File: src/ddrpw_pkg.sv
// Shared constants and types for the DRAM CKE power-state link.
// Function
// RULE1 - Decide transitions from previous and current CKE
// RULE2 - Power-down entry and exit only with NOP
// RULE3 - Self-refresh exit only with NOP or deselect
// RULE4 - Idle banks give precharge, open rows active
// RULE5 - Self refresh entered only with banks idle
// RULE6 - No power-down while operations still running
// RULE7 - Hold each CKE level three registered edges
// RULE8 - No refresh performed while in power-down
// RULE9 - Only NOP until tXSNR after self-refresh exit
// RULE10 - No READ for 200 clocks after exit
// RULE11 - ODT ignored; termination off in self refresh
// RULE12 - Drive ODT valid throughout power-down
// RULE13 - Undefined combinations are illegal, never produced
// RULE14 - Drop CKE only after read burst completes
// RULE15 - Write auto-precharge: power-down after write recovery
// RULE16 - Power-down one clock after REF, ACT, PRE
// RULE17 - Mode load needs idle banks, wait tMRD
// RULE18 - Frequency change: precharge power-down, ODT low, wait
// RULE19 - Stable new clock one cycle before exit
// RULE20 - Reset DLL through mode load after exit
// RULE21 - ODT off during 200-cycle DLL relock
// RULE22 - REFRESH with CKE falling enters self refresh
// RULE23 - Mode bit 12 selects fast or slow exit
// RULE24 - Track open rows to classify power-down
package ddrpw_pkg;

  // ****************************************************************
  // Command encodings {cs_n, ras_n, cas_n, we_n}
  // ****************************************************************
  localparam logic [3:0] CMD_MRL = 4'h0;
  localparam logic [3:0] CMD_REF = 4'h1;
  localparam logic [3:0] CMD_PRE = 4'h2;
  localparam logic [3:0] CMD_ACT = 4'h3;
  localparam logic [3:0] CMD_WR  = 4'h4;
  localparam logic [3:0] CMD_RD  = 4'h5;
  localparam logic [3:0] CMD_NOP = 4'h7;

  localparam int AUTO_PRE_BIT   = 10;
  localparam int MR_FAST_EXIT_BIT = 12;
  localparam logic [12:0] MR_DLL_RESET_VAL = 13'h0100;

  // ****************************************************************
  // Controller register map and fields
  // ****************************************************************
  localparam logic [11:0] REG_CTRL = 12'h000;
  localparam logic [11:0] REG_CMD  = 12'h004;
  localparam logic [11:0] REG_STAT = 12'h008;

  localparam int CTRL_PD_BIT   = 0;
  localparam int CTRL_SR_BIT   = 1;
  localparam int CTRL_FREQ_BIT = 2;
  localparam int CTRL_ODT_BIT  = 3;
  localparam logic [3:0] CTRL_RESET = 4'h0;

  localparam int CMD_OP_LSB   = 0;
  localparam int CMD_BA_LSB   = 4;
  localparam int CMD_ADDR_LSB = 8;

  localparam int STAT_BANK_LSB = 8;
  localparam int STAT_ERR_BIT  = 16;
  localparam int STAT_CLK_BIT  = 17;
  localparam int STAT_BUSY_BIT = 18;
  localparam int STAT_CKE_BIT  = 19;

  localparam logic [2:0] OP_NOP = 3'h0;
  localparam logic [2:0] OP_ACT = 3'h1;
  localparam logic [2:0] OP_RD  = 3'h2;
  localparam logic [2:0] OP_WR  = 3'h3;
  localparam logic [2:0] OP_PRE = 3'h4;
  localparam logic [2:0] OP_REF = 3'h5;
  localparam logic [2:0] OP_MRL = 3'h6;

  // ****************************************************************
  // Timing
  // ****************************************************************
  localparam int CLK_NS    = 10;
  localparam int T_XSNR_NS = 198;
  localparam logic [7:0] XSNR_CYC =
    8'((T_XSNR_NS + CLK_NS - 1) / CLK_NS);
  localparam logic [1:0] CKE_MIN_CYC     = 2'h3;
  localparam logic [7:0] XSRD_CYC        = 8'hC8;
  localparam logic [7:0] RELOCK_CYC      = 8'hC8;
  localparam logic [7:0] FREQ_WAIT_CYC   = 8'h02;
  localparam logic [7:0] FREQ_STABLE_CYC = 8'h01;
  localparam logic [7:0] XP_CYC          = 8'h02;
  localparam logic [7:0] MRD_CYC         = 8'h02;
  localparam logic [7:0] AFTER_CMD_CYC   = 8'h01;
  localparam logic [7:0] RD_DONE_CYC     = 8'h08;
  localparam logic [7:0] WR_DONE_CYC     = 8'h0C;

  typedef enum logic [1:0] {
    DEV_ACTIVE = 2'b00,
    DEV_PD_PRE = 2'b01,
    DEV_PD_ACT = 2'b10,
    DEV_SR     = 2'b11
  } ddrpw_dev_state_t;

  typedef enum logic [2:0] {
    CTL_IDLE   = 3'b000,
    CTL_PD     = 3'b001,
    CTL_SR     = 3'b010,
    CTL_FREQ   = 3'b011,
    CTL_FSTAB  = 3'b100,
    CTL_DLLRST = 3'b101,
    CTL_RELOCK = 3'b110
  } ddrpw_ctl_state_t;

endpackage

File: src/ddrpw_if.sv
// Link between the memory controller and the DRAM power-state logic.
`timescale 1ns/1ns
interface ddrpw_if;
  logic        cke;
  logic        cs_n;
  logic        ras_n;
  logic        cas_n;
  logic        we_n;
  logic [2:0]  ba;
  logic [12:0] addr;
  logic        odt;

  modport ctl (output cke, cs_n, ras_n, cas_n, we_n, ba, addr, odt);
  modport dev (input  cke, cs_n, ras_n, cas_n, we_n, ba, addr, odt);
endinterface

File: src/ddrpw_ctl.sv
// Memory-controller side: APB registers drive CKE power sequencing.
`timescale 1ns/1ns
module ddrpw_ctl (
  input  wire logic        pclk,
  input  wire logic        presetn,
  input  wire logic        psel,
  input  wire logic        penable,
  input  wire logic        pwrite,
  input  wire logic [11:0] paddr,
  input  wire logic [31:0] pwdata,
  output logic [31:0]      prdata,
  output logic             pready,
  output logic             pslverr,
  ddrpw_if.ctl             link
);
  import ddrpw_pkg::*;

  typedef struct packed {
    ddrpw_ctl_state_t st;
    logic             cke;
    logic             odt;
    logic [3:0]       cmd;
    logic [2:0]       ba;
    logic [12:0]      addr;
    logic [7:0]       banks;
    logic [7:0]       guard;
    logic [1:0]       hold;
    logic [7:0]       wait_c;
    logic [7:0]       rd_blk;
    logic [3:0]       ctrl;
    logic             pend;
    logic [2:0]       op;
    logic [2:0]       pba;
    logic [12:0]      paddr;
    logic             err;
    logic             clk_ok;
    logic [31:0]      rdata;
  } ddrpw_ctl_s_t;

  ddrpw_ctl_s_t s_r;
  ddrpw_ctl_s_t s_nxt;
  logic         wr;
  logic         mapped;
  logic         cke_can;
  logic         quiet;

  assign wr      = psel && penable && pwrite;
  assign mapped  = (paddr == REG_CTRL) || (paddr == REG_CMD) ||
                   (paddr == REG_STAT);
  // A CKE level may change only after three registered edges.
  assign cke_can = (s_r.hold == CKE_MIN_CYC); // RULE7
  // Power-state entry waits until the last issued operation has finished.
  assign quiet   = !s_r.pend && s_r.guard == 8'h00 &&
                   s_r.wait_c == 8'h00 && cke_can; // RULE6 RULE14

  always_comb begin
    s_nxt     = s_r;
    s_nxt.cmd = CMD_NOP;
    if (s_r.hold != CKE_MIN_CYC) begin
      s_nxt.hold = s_r.hold + 2'h1;
    end
    if (s_r.guard != 8'h00) begin
      s_nxt.guard = s_r.guard - 8'h01;
    end
    if (s_r.wait_c != 8'h00) begin
      s_nxt.wait_c = s_r.wait_c - 8'h01;
    end
    if (s_r.rd_blk != 8'h00) begin
      s_nxt.rd_blk = s_r.rd_blk - 8'h01;
    end

    // ****************************************************************
    // APB register access
    // ****************************************************************
    if (psel && !penable) begin
      case (paddr)
        REG_CTRL: s_nxt.rdata = {28'h0000000, s_r.ctrl};
        REG_CMD:  s_nxt.rdata = {11'h000, s_r.paddr, 1'b0, s_r.pba,
                                 s_r.pend, s_r.op};
        REG_STAT: s_nxt.rdata = {12'h000, s_r.cke, s_r.pend, s_r.clk_ok,
                                 s_r.err, s_r.banks, 5'h00, s_r.st};
        default:  s_nxt.rdata = 32'h00000000;
      endcase
    end
    // Clearing comes first so that an error in the same cycle wins.
    if (wr && paddr == REG_STAT && pwdata[STAT_ERR_BIT]) begin
      s_nxt.err = 1'b0;
    end
    if (wr && paddr == REG_CTRL) begin
      s_nxt.ctrl = pwdata[3:0];
    end
    if (wr && paddr == REG_CMD) begin
      if (s_r.pend) begin
        s_nxt.err = 1'b1;
      end else begin
        s_nxt.pend  = 1'b1;
        s_nxt.op    = pwdata[CMD_OP_LSB +: 3];
        s_nxt.pba   = pwdata[CMD_BA_LSB +: 3];
        s_nxt.paddr = pwdata[CMD_ADDR_LSB +: 13];
      end
    end

    // ****************************************************************
    // Power sequencing
    // ****************************************************************
    case (s_r.st)
      CTL_IDLE: begin
        s_nxt.odt = s_r.ctrl[CTRL_ODT_BIT];
        if (s_r.pend && s_r.wait_c == 8'h00 &&
            !(s_r.op == OP_RD && s_r.rd_blk != 8'h00)) begin // RULE9 RULE10
          s_nxt.pend  = 1'b0;
          s_nxt.ba    = s_r.pba;
          s_nxt.addr  = s_r.paddr;
          s_nxt.guard = AFTER_CMD_CYC; // RULE16
          case (s_r.op)
            OP_ACT: begin
              s_nxt.cmd             = CMD_ACT;
              s_nxt.banks[s_r.pba]  = 1'b1;
            end
            OP_RD, OP_WR: begin
              s_nxt.cmd   = (s_r.op == OP_RD) ? CMD_RD : CMD_WR;
              s_nxt.guard = (s_r.op == OP_RD) ? RD_DONE_CYC
                                              : WR_DONE_CYC; // RULE14 RULE15
              if (s_r.paddr[AUTO_PRE_BIT]) begin
                s_nxt.banks[s_r.pba] = 1'b0;
              end
            end
            OP_PRE: begin
              s_nxt.cmd = CMD_PRE;
              if (s_r.paddr[AUTO_PRE_BIT]) begin
                s_nxt.banks = 8'h00;
              end else begin
                s_nxt.banks[s_r.pba] = 1'b0;
              end
            end
            OP_REF, OP_MRL: begin
              // Refresh and mode loads are refused with rows open.
              if (s_r.banks != 8'h00) begin
                s_nxt.err = 1'b1; // RULE13 RULE17
              end else begin
                s_nxt.cmd   = (s_r.op == OP_REF) ? CMD_REF : CMD_MRL;
                s_nxt.guard = (s_r.op == OP_MRL) ? MRD_CYC
                                                : AFTER_CMD_CYC; // RULE17
              end
            end
            default: s_nxt.cmd = CMD_NOP;
          endcase
        end else if (quiet && s_r.ctrl[CTRL_SR_BIT]) begin
          if (s_r.banks != 8'h00) begin
            s_nxt.err = 1'b1; // RULE5
          end else begin
            s_nxt.cke  = 1'b0;
            s_nxt.cmd  = CMD_REF; // RULE22
            s_nxt.hold = 2'h0;
            s_nxt.odt  = 1'b0;
            s_nxt.st   = CTL_SR;
          end
        end else if (quiet && s_r.ctrl[CTRL_FREQ_BIT]) begin
          if (s_r.banks != 8'h00) begin
            s_nxt.err = 1'b1; // RULE18
          end else begin
            s_nxt.cke    = 1'b0;
            s_nxt.hold   = 2'h0;
            s_nxt.odt    = 1'b0;
            s_nxt.wait_c = FREQ_WAIT_CYC; // RULE18
            s_nxt.st     = CTL_FREQ;
          end
        end else if (quiet && s_r.ctrl[CTRL_PD_BIT]) begin
          s_nxt.cke  = 1'b0; // RULE2
          s_nxt.hold = 2'h0;
          s_nxt.st   = CTL_PD;
        end
      end
      CTL_PD: begin
        // ODT stays a driven level through power-down.
        s_nxt.odt = s_r.ctrl[CTRL_ODT_BIT]; // RULE12
        if (!s_r.ctrl[CTRL_PD_BIT] && cke_can) begin
          s_nxt.cke  = 1'b1; // RULE2
          s_nxt.hold = 2'h0;
          s_nxt.st   = CTL_IDLE;
        end
      end
      CTL_SR: begin
        s_nxt.odt = 1'b0;
        if (!s_r.ctrl[CTRL_SR_BIT] && cke_can) begin
          s_nxt.cke    = 1'b1; // RULE3
          s_nxt.hold   = 2'h0;
          s_nxt.wait_c = XSNR_CYC; // RULE9
          s_nxt.rd_blk = XSRD_CYC; // RULE10
          s_nxt.st     = CTL_IDLE;
        end
      end
      CTL_FREQ: begin
        s_nxt.odt = 1'b0; // RULE18
        if (s_r.wait_c == 8'h00) begin
          s_nxt.clk_ok = 1'b1;
        end
        if (!s_r.ctrl[CTRL_FREQ_BIT] && s_r.clk_ok) begin
          s_nxt.clk_ok = 1'b0;
          s_nxt.wait_c = FREQ_STABLE_CYC; // RULE19
          s_nxt.st     = CTL_FSTAB;
        end
      end
      CTL_FSTAB: begin
        s_nxt.odt = 1'b0;
        if (s_r.wait_c == 8'h00 && cke_can) begin
          s_nxt.cke    = 1'b1; // RULE19
          s_nxt.hold   = 2'h0;
          s_nxt.wait_c = XP_CYC;
          s_nxt.st     = CTL_DLLRST;
        end
      end
      CTL_DLLRST: begin
        s_nxt.odt = 1'b0;
        if (s_r.wait_c == 8'h00) begin
          s_nxt.cmd    = CMD_MRL; // RULE20
          s_nxt.ba     = 3'h0;
          s_nxt.addr   = MR_DLL_RESET_VAL;
          s_nxt.wait_c = RELOCK_CYC;
          s_nxt.rd_blk = RELOCK_CYC;
          s_nxt.st     = CTL_RELOCK;
        end
      end
      CTL_RELOCK: begin
        s_nxt.odt = 1'b0; // RULE21
        if (s_r.wait_c == 8'h00) begin
          s_nxt.st = CTL_IDLE;
        end
      end
      default: s_nxt.st = CTL_IDLE;
    endcase
  end

  always_ff @(posedge pclk or negedge presetn) begin
    if (!presetn) begin
      s_r <= '{st: CTL_IDLE, cke: 1'b1, odt: 1'b0, cmd: CMD_NOP,
               ba: 3'h0, addr: 13'h0000, banks: 8'h00, guard: 8'h00,
               hold: CKE_MIN_CYC, wait_c: 8'h00, rd_blk: 8'h00,
               ctrl: CTRL_RESET, pend: 1'b0, op: OP_NOP, pba: 3'h0,
               paddr: 13'h0000, err: 1'b0, clk_ok: 1'b0,
               rdata: 32'h00000000};
    end else begin
      s_r <= s_nxt;
    end
  end

  assign prdata    = s_r.rdata;
  assign pready    = psel && penable;
  assign pslverr   = psel && penable && !mapped;
  assign link.cke  = s_r.cke;
  assign link.odt  = s_r.odt;
  assign link.cs_n = s_r.cmd[3];
  assign link.ras_n = s_r.cmd[2];
  assign link.cas_n = s_r.cmd[1];
  assign link.we_n = s_r.cmd[0];
  assign link.ba   = s_r.ba;
  assign link.addr = s_r.addr;
endmodule

File: src/flat_wrapper.sv
// flat-port wrapper written by rule: the top's interface ports become plain ports
module ddrpw_ctl_flat import ddrpw_pkg::*;
  (pclk, presetn, psel, penable, pwrite, paddr, pwdata, prdata, pready, pslverr, link_cke, link_cs_n, link_ras_n, link_cas_n, link_we_n, link_ba, link_addr, link_odt);
  ddrpw_if link_i ();
  input  wire logic pclk;
  input  wire logic presetn;
  input  wire logic psel;
  input  wire logic penable;
  input  wire logic pwrite;
  input  wire logic [11:0] paddr;
  input  wire logic [31:0] pwdata;
  output logic [31:0] prdata;
  output logic pready;
  output logic pslverr;
  output wire logic [$bits(link_i.cke)-1:0] link_cke;
  output wire logic [$bits(link_i.cs_n)-1:0] link_cs_n;
  output wire logic [$bits(link_i.ras_n)-1:0] link_ras_n;
  output wire logic [$bits(link_i.cas_n)-1:0] link_cas_n;
  output wire logic [$bits(link_i.we_n)-1:0] link_we_n;
  output wire logic [$bits(link_i.ba)-1:0] link_ba;
  output wire logic [$bits(link_i.addr)-1:0] link_addr;
  output wire logic [$bits(link_i.odt)-1:0] link_odt;
  assign link_cke = link_i.cke;
  assign link_cs_n = link_i.cs_n;
  assign link_ras_n = link_i.ras_n;
  assign link_cas_n = link_i.cas_n;
  assign link_we_n = link_i.we_n;
  assign link_ba = link_i.ba;
  assign link_addr = link_i.addr;
  assign link_odt = link_i.odt;
  ddrpw_ctl u_core (.pclk(pclk), .presetn(presetn), .psel(psel), .penable(penable), .pwrite(pwrite), .paddr(paddr), .pwdata(pwdata), .prdata(prdata), .pready(pready), .pslverr(pslverr), .link(link_i));
endmodule
File: config.mk
export PLATFORM = sky130hd
export DESIGN_NAME = ddrpw_ctl_flat
export DESIGN_NICKNAME = d
export VERILOG_FILES = /design/src/ddrpw_pkg.sv /design/src/ddrpw_if.sv /design/src/ddrpw_ctl.sv /design/src/flat_wrapper.sv
export SDC_FILE = /design/constraint.sdc
export NUM_CORES = 1
export LEC_CHECK = 0
export BUFFER_PORTS_ARGS = -buffer_cell sky130_fd_sc_hd__buf_2
export CAP_MARGIN = 10
export CORE_MARGIN = 2
export CORE_UTILIZATION = 56
export DETAILED_ROUTE_END_ITERATION = 6
export GPL_ROUTABILITY_DRIVEN = 0
export GPL_TIMING_DRIVEN = 0
export PLACE_DENSITY_LB_ADDON = 0.05
export SYNTH_ARGS = -nofsm -noshare
export SYNTH_HDL_FRONTEND = slang
export SYNTH_SLANG_ARGS = --single-unit
File: constraint.sdc
create_clock -name pclk -period 2.4 [get_ports pclk]
set_input_delay 0.12 -clock pclk [delete_from_list [all_inputs] [get_ports pclk]]
set_output_delay 0.12 -clock pclk [all_outputs]
set_load 0.02 [all_outputs]
==> results.md, run 1 <==
- Wire per inst: 17.01 um
- Drt initial violations: 505
- Worst-Skew Late Latency: 0.39 ns
- Initial Util: 58.10%
- Slowest CP cell: or4b_4
- Outcome: completed
- Netlist Area Pre-Place: between 5000 and 6000 sq um
- Pwr Total: 5096 uW
- Yosys top cell area share: 42.98%
- Setup Skew: approximately 0.015 ns
- Crit path time final: 2.378 ns
- Slew @ Worst Pin: ~0.67 ns
- Ys Warns: 0
- Maximum clock insertion buffer count: 2
- Total track usage: between 20% and 30%
- Netlist cell types: 76
- Max H-tree Level: 3
- Met3 Usage GRT: 6.488%
- Setup violations, final: 0
- Dpl cell area: 6332 sq um
- TNS Setup: 0 ns
- Gr ovfl total: 0
- Area Growth Syn to Fin: 22.02%
- Drt via density: 5.733
- Post-route clock period utilization: 99.08%
- Pin count of the biggest net entering global routing: 70
- Num CTS Buffers: 9
- Arr. time, crit path: 2.68 ns
- Levels on crit path: 10
- Most Used Layer, Global Route: met2
- Buffers & Inverters on Critical Path: 4
- Largest cells by area after synthesis: dfrtp_1, buf_4, mux2_2, nand2_1, o21ai_0
- Top-level port count: 105
- Worst hold slack: 0.02310 ns
- Max_slew headroom: 55.15%
- DIE AREA: 11,010 sq um
- Core Region: 9819 sq um
- Final wirelength: approximately 15 mm
- DRC violations left: 0
- Mean Syn Cell Area: 9.803 sq um
- Vias in the first global route: 4,720
- Final HPWL DP: 10.18 mm
- Global-route wire length before repair: 23.51 mm
- Synth Register Bits: ~100
- Primary FF master, synth: dfrtp_1
- FF/Latch Area: 2610 sq um
- Post-synth EDFFs: 0
- Diode count: 0
- Most common cell type on the critical path: a31oi_1
- Most frequent cells in the layout: dfrtp_1, buf_2, buf_4, nand2_1, nor2_1
- Crit Path Class: reg -> reg
- Layout cell share with drive strength beyond 1: a little under a third
- Final core utilization: 70.90%
- CP required: 2.70 ns
- Max_cap viols: 0
- FF-to-FF path depth: 10
- Clk slew on worst S/H paths: 0.10 ns
- Synthesized instance count: 582
- Clock net sink count: between 100 and 150
- CTS tree: done
- Register area share after synthesis: roughly 46%
- Slowest Stage Delay on Critical Path: 0.46 ns
- Fin area: 6962 sq um
- VDD IR max: 0.8295 mV
- Crit end category: flip-flop
- Max Clk Rate: 420.5 MHz
- Final Max Tran Viols: 0
- Critical Path End: u_core.s_r[115]$_DFFE_PN0P_
- Global-route met1 utilization: between 30% and 40%
- Clock Tree Root: clkbuf_8
- Flop2flop setup slack: 0.02 ns
- Port bufs: 77
- First-pass detailed-route iteration total: 6
- GR met2 Demand/Resource: 41.56%
- Row cnt: 36
- Final #Nets: approximately 770
- Detail Route Antenna Nets: 0
- Vias: 4,890
- Die H: 104.9 um
- CP max FO: 7
- Multi-input gate area: between 2000 and 3000 sq um
- Leak: 0.003370 uW
- Most common cell after layout, fill and taps aside: dfrtp_1
- Hold Violations, Final: 0
- Crit path from: u_core.s_r[66]$_DFF_PN0_
- Pwr Density: 731.9 nW/um^2
- Worst flop-to-flop path startpoint: u_core.s_r[66]$_DFF_PN0_
- Reg2reg end: u_core.s_r[115]$_DFFE_PN0P_
- CP Launch Type: flip-flop
- Initial antenna violation count: 0
- Crit path max-delay family: compound AO/OA/AOI/OAI gates
- Top cell type by total area after synthesis: dfrtp_1
- Synth async-reset ratio: 100.0%
- Die Span X: ~100 um
- Fillers: 776
- Crit path cell chain: inv_2 -> ha_4 -> or4b_4 -> buf_8 -> nor2_8 -> inv_6 -> a311oi_4 -> buf_4 -> a31oi_1 -> a31oi_1
- Hold Crit Class: in -> reg
## routing by layer
| layer | vias up | wire length, um |
|---|---|---|
| met5 | - | 0 |
| met1 | 2337 | 6398 |
| li1 | 2281 | - |
| met3 | 21 | 1265 |
| met2 | 251 | 6669 |
| met4 | 0 | 175 |
## logic make-up (layout without fill, tap and decap cells)
logic type               after synthesis  after routing  share of synthesized area (%)
AO/OA/AOI/OAI                        142            142                          17.13
XOR/XNOR                              14             14                          2.149
adder cells (fa/ha/maj)                5              5                          1.096
buffers and inverters                 98            224                          10.31
flip-flops                           104            104                          45.75
multiplexers                          30             30                          5.746
other                                  1             13                        0.06573
AND/OR/NAND/NOR                      188            188                          17.76
## worst min path at each step
stage	start	endpoint	slack (ns)	depth (start not counted)
6_report	pwdata[16]	u_core.s_r[42]$_DFFE_PN0P_	0.02	2
5_1_grt	pwdata[16]	u_core.s_r[42]$_DFFE_PN0P_	0.006	2
4_1_cts	pwdata[16]	u_core.s_r[42]$_DFFE_PN0P_	0.009	2
3_5_place_dp	presetn	u_core.s_r[82]$_DFF_PN0_	0.11	1
3_3_place_gp	pwdata[8]	u_core.s_r[34]$_DFFE_PN0P_	0.35	2
2_1_floorplan	presetn	u_core.link.addr[0]$_DFFE_PN0P_	-0.18	0
## layout make-up
class	instances	area share, %
multi-input cells	392	37.90
flip-flops and latches	104	37.49
repair buffers	112	10.60
plain buffers	78	7.728
well taps	133	2.390
clock buffers	11	2.031
inverters	18	1.042
clock inverters	5	0.8088
## repair_timing
item,CTS,global route
setup buffers,3,10
hold endpoints to repair,53,0
cloned,0,1
resized for setup,15,11
pin swaps,3,7
endpoints found under the setup margin,31,33
hold buffers,20,0
## synthesized netlist by cell type (all sizes together) (2+ instances only)
cell type  number
a21oi          20
dfrtp          98
or3b            2
nor2           38
nor3           16
and4            2
mux2           22
nor3b           4
o41ai           2
nand4           3
a211oi          4
nor2b           6
or4             4
nor4            9
o21ai          39
and2            6
o21a            3
and3b           2
a211o           2
xnor2           7
buf            60
nor4b           3
nand2b         10
ha              5
dfstp           6
inv            18
or3             4
clkbuf         20
a22oi          14
xor2            7
nand2          61
nand3          10
a31oi          11
and3            3
a22o           15
o211ai          2
mux2i           8
o31ai           7
o22ai           7
## state kept, by name, indices dropped and copies added (netlist names)
name               flops
u_core.link.we_n       1
u_core.link.cas_n      1
u_core.prdata         20
u_core.link.ba         3
u_core.link.addr      13
u_core.link.odt        1
u_core.link.ras_n      1
u_core.link.cke        1
u_core.s_r            63
## stage by stage
step / setup slack (ns) / cells
after floorplan: 0.1892 / 594
after global placement: -0.2146 / 804
after detailed placement: -0.1769 / 805
after CTS: 0.008656 / 843
after global routing: -0.03713 / 853
final: 0.02200 / 853
## where the power goes
group          switching (uW)  internal [uW]  total [uW]
combinational             946            762        1710
sequential                249           2020        2270
clock                     611            510        1120
total                    1810           3290        5100
Note: power is estimated with default switching activity, not from simulation.
==> run 2: changes to the inputs <==
CTS_BUF_LIST = sky130_fd_sc_hd__clkbuf_4 sky130_fd_sc_hd__clkbuf_8 sky130_fd_sc_hd__clkbuf_16   (was not set)
==> results.md, run 2 (same netlist as run 1, synthesis figures left out) <==
- CP max FO: 7
- Largest reg by FF count: u_core.s_r
- Crit path time final: 2.377 ns
- Crit path cell chain: inv_2 -> ha_4 -> or4b_4 -> buf_8 -> nor2_8 -> inv_6 -> a311oi_4 -> buf_4 -> a31oi_1 -> a31oi_1
- Clock Tree Root: clkbuf_8
- Layout cell share with drive strength beyond 1: 31.25%
- Slew @ Worst Pin: 0.6718 ns
- Finished Layout Cells: 853
- Clock Power Share: approximately 22%
- Post-route clock period utilization: 99.06%
- Dpl ws: -0.1769 ns
- Clk slew on worst S/H paths: 0.10 ns
- Final Max Tran Viols: 0
- Placed insts: 805
- Fillers: 774
- Hold path endpoint: u_core.s_r[42]$_DFFE_PN0P_
- Initial antenna violation count: 0
- Worst-Skew Late Latency: 0.38 ns
- Final #Nets: around 770
- Num CTS Buffers: 9
- Max_cap viols: 0
- Flop2flop setup slack: 0.02 ns
- Maximum clock insertion buffer count: 2
- DRC violations left: 0
- Worst flop-to-flop path startpoint: u_core.s_r[66]$_DFF_PN0_
- Vias: 4,888
- FF-to-FF path depth: 10
- Hold Violations, Final: 0
- Max_slew headroom: between 50% and 60%
- Reg2reg end: u_core.s_r[115]$_DFFE_PN0P_
- Vias in the first global route: 4,720
- Most frequent cells in the layout: dfrtp_1, buf_2, buf_4, nand2_1, nor2_1
- Hold path depth: 2
- Die H: 104.9 um
- Clock net sink count: 104
- Sw frac: 35.36%
- CP Launch Type: flip-flop
- Arr. time, crit path: 2.68 ns
- Max H-tree Level: 3
- Number of flip-flops under the largest register name: 63
- Combinational power share: 33.5%
- Drt via density: approximately 5.7
- Pwr Density: roughly 730 nW/um^2
- Pin count of the biggest net entering global routing: 70
- Core Region: 9819 sq um
- Detail Route Antenna Nets: 0
- Hold Crit Class: in -> reg
- Crit end category: flip-flop
- Gr ovfl total: 0
- Most common cell type on the critical path: a31oi_1
- Final HPWL DP: 10.18 mm
- Port bufs: 77
- Global-route wire length before repair: approximately 24 mm
- CTS tree: done
- Final WS setup: 0.02255 ns
- Diode count: 0
- DIE AREA: 11,010 sq um
- Flop pwr share: 44.4%
- Slowest CP cell: or4b_4
- Hold_sp: pwdata[16]
- First-pass detailed-route iteration total: 5
- Area Growth Syn to Fin: 22.08%
- Slowest Stage Delay on Critical Path: roughly 0.46 ns
- Row cnt: 36
- Final core utilization: a little over 70%
- Top-level port count: ~110
- Wire per inst: 16.97 um
- Most common cell after layout, fill and taps aside: dfrtp_1
- Initial Util: 58.10%
- Setup Skew: 0.01430 ns
- Max Clk Rate: ~420 MHz
- CP required: approximately 2.7 ns
- Leak: between 0.003 and 0.004 uW
- Buffers & Inverters on Critical Path: 4
- Internal power: 3301 uW
- Switching pwr: 1806 uW
- Setup violations, final: 0
- Final wirelength: 14.47 mm
- Crit Path Class: reg -> reg
- Total track usage: 26.81%
- Drt initial violations: about 500
- Die Span X: between 100 and 150 um
- VDD IR max: a little over 0.8 mV
- Outcome: completed
- Crit path max-delay family: compound AO/OA/AOI/OAI gates
run 2: cell count changes in the layout (fill, tap and decap cells not counted):
cell | before | now
clkbuf_1 | 19 | 18
clkbuf_4 | 0 | 1
run 2: timing repair:
item / in CTS / in global routing
hold buffers: 20 / 0
gates cloned: 0 / 1
pin swaps: 3 / 7
setup buffers: 3 / 10
endpoints found under the hold margin: 53 / 0
resized for setup: 15 / 11
setup endpoints to repair: 31 / 33
run 2: area by class of cell:
| class | instances | area, sq um | area share, % |
|---|---|---|---|
| inverters | 18 | 72.57 | 1.042 |
| well taps | 133 | 166.4 | 2.389 |
| multi-input cells | 392 | 2639 | 37.88 |
| clock buffers | 11 | 145.1 | 2.084 |
| flip-flops and latches | 104 | 2610 | 37.47 |
| plain buffers | 78 | 538.0 | 7.724 |
| clock inverters | 5 | 56.30 | 0.8083 |
| repair buffers | 112 | 738.2 | 10.60 |
run 2: how the worst max path moves through the flow:
stage,slack [ns],from,end,cells past startpoint
final,0.02,u_core.s_r[66]$_DFF_PN0_,u_core.s_r[115]$_DFFE_PN0P_,10
after global routing,-0.04,u_core.s_r[66]$_DFF_PN0_,u_core.s_r[115]$_DFFE_PN0P_,10
after CTS,0.009,u_core.s_r[67]$_DFF_PN0_,u_core.link.odt$_DFFE_PN0P_,8
after floorplan,0.19,u_core.s_r[66]$_DFF_PN0_,u_core.link.addr[12]$_DFFE_PN0P_,9
after global placement,-0.21,u_core.s_r[51]$_DFFE_PN0P_,u_core.link.addr[3]$_DFFE_PN0P_,7
after detailed placement,-0.18,u_core.s_r[51]$_DFFE_PN0P_,u_core.link.addr[6]$_DFFE_PN0P_,7
run 2: stage by stage:
stage	total power [uW]	TNS [ns]	hold WS, ns	instance area, sq um
after global routing	5398	-0.08588	0.005952	6965
final	5107	0	0.02487	6965
after CTS	4990	0	0.008860	6819
after detailed placement	3769	-2.901	0.1116	6332
after floorplan	3381	0	-0.1756	5751
after global placement	3698	-2.975	0.3523	6302
run 2: power groups by stage:
stage,sequential (uW),combinational (uW),clock (uW)
2_1_floorplan,2240,1140,0
3_3_place_gp,2260,1440,0
3_5_place_dp,2280,1490,0
4_1_cts,2260,1580,1150
5_1_grt,2300,1880,1220
6_report,2270,1710,1130
run 2: worst register-to-register path, cell delays in order, from the launching register on:
cell,delay (ns)
dfrtp_1,0.40
inv_2,0.08
ha_4,0.14
or4b_4,0.46
buf_8,0.16
nor2_8,0.13
inv_6,0.06
a311oi_4,0.39
buf_4,0.19
a31oi_1,0.07
a31oi_1,0.20
run 2: metal layers:
metal  part of all wire (%)  global-route usage [%]  vias up
met4                    1.5                   6.095        0
met2                     46                   41.56      246
met5                      0                       0        -
met1                     44                   38.29     2336
li1                       -                       -     2279
met3                    8.5                   6.488       27
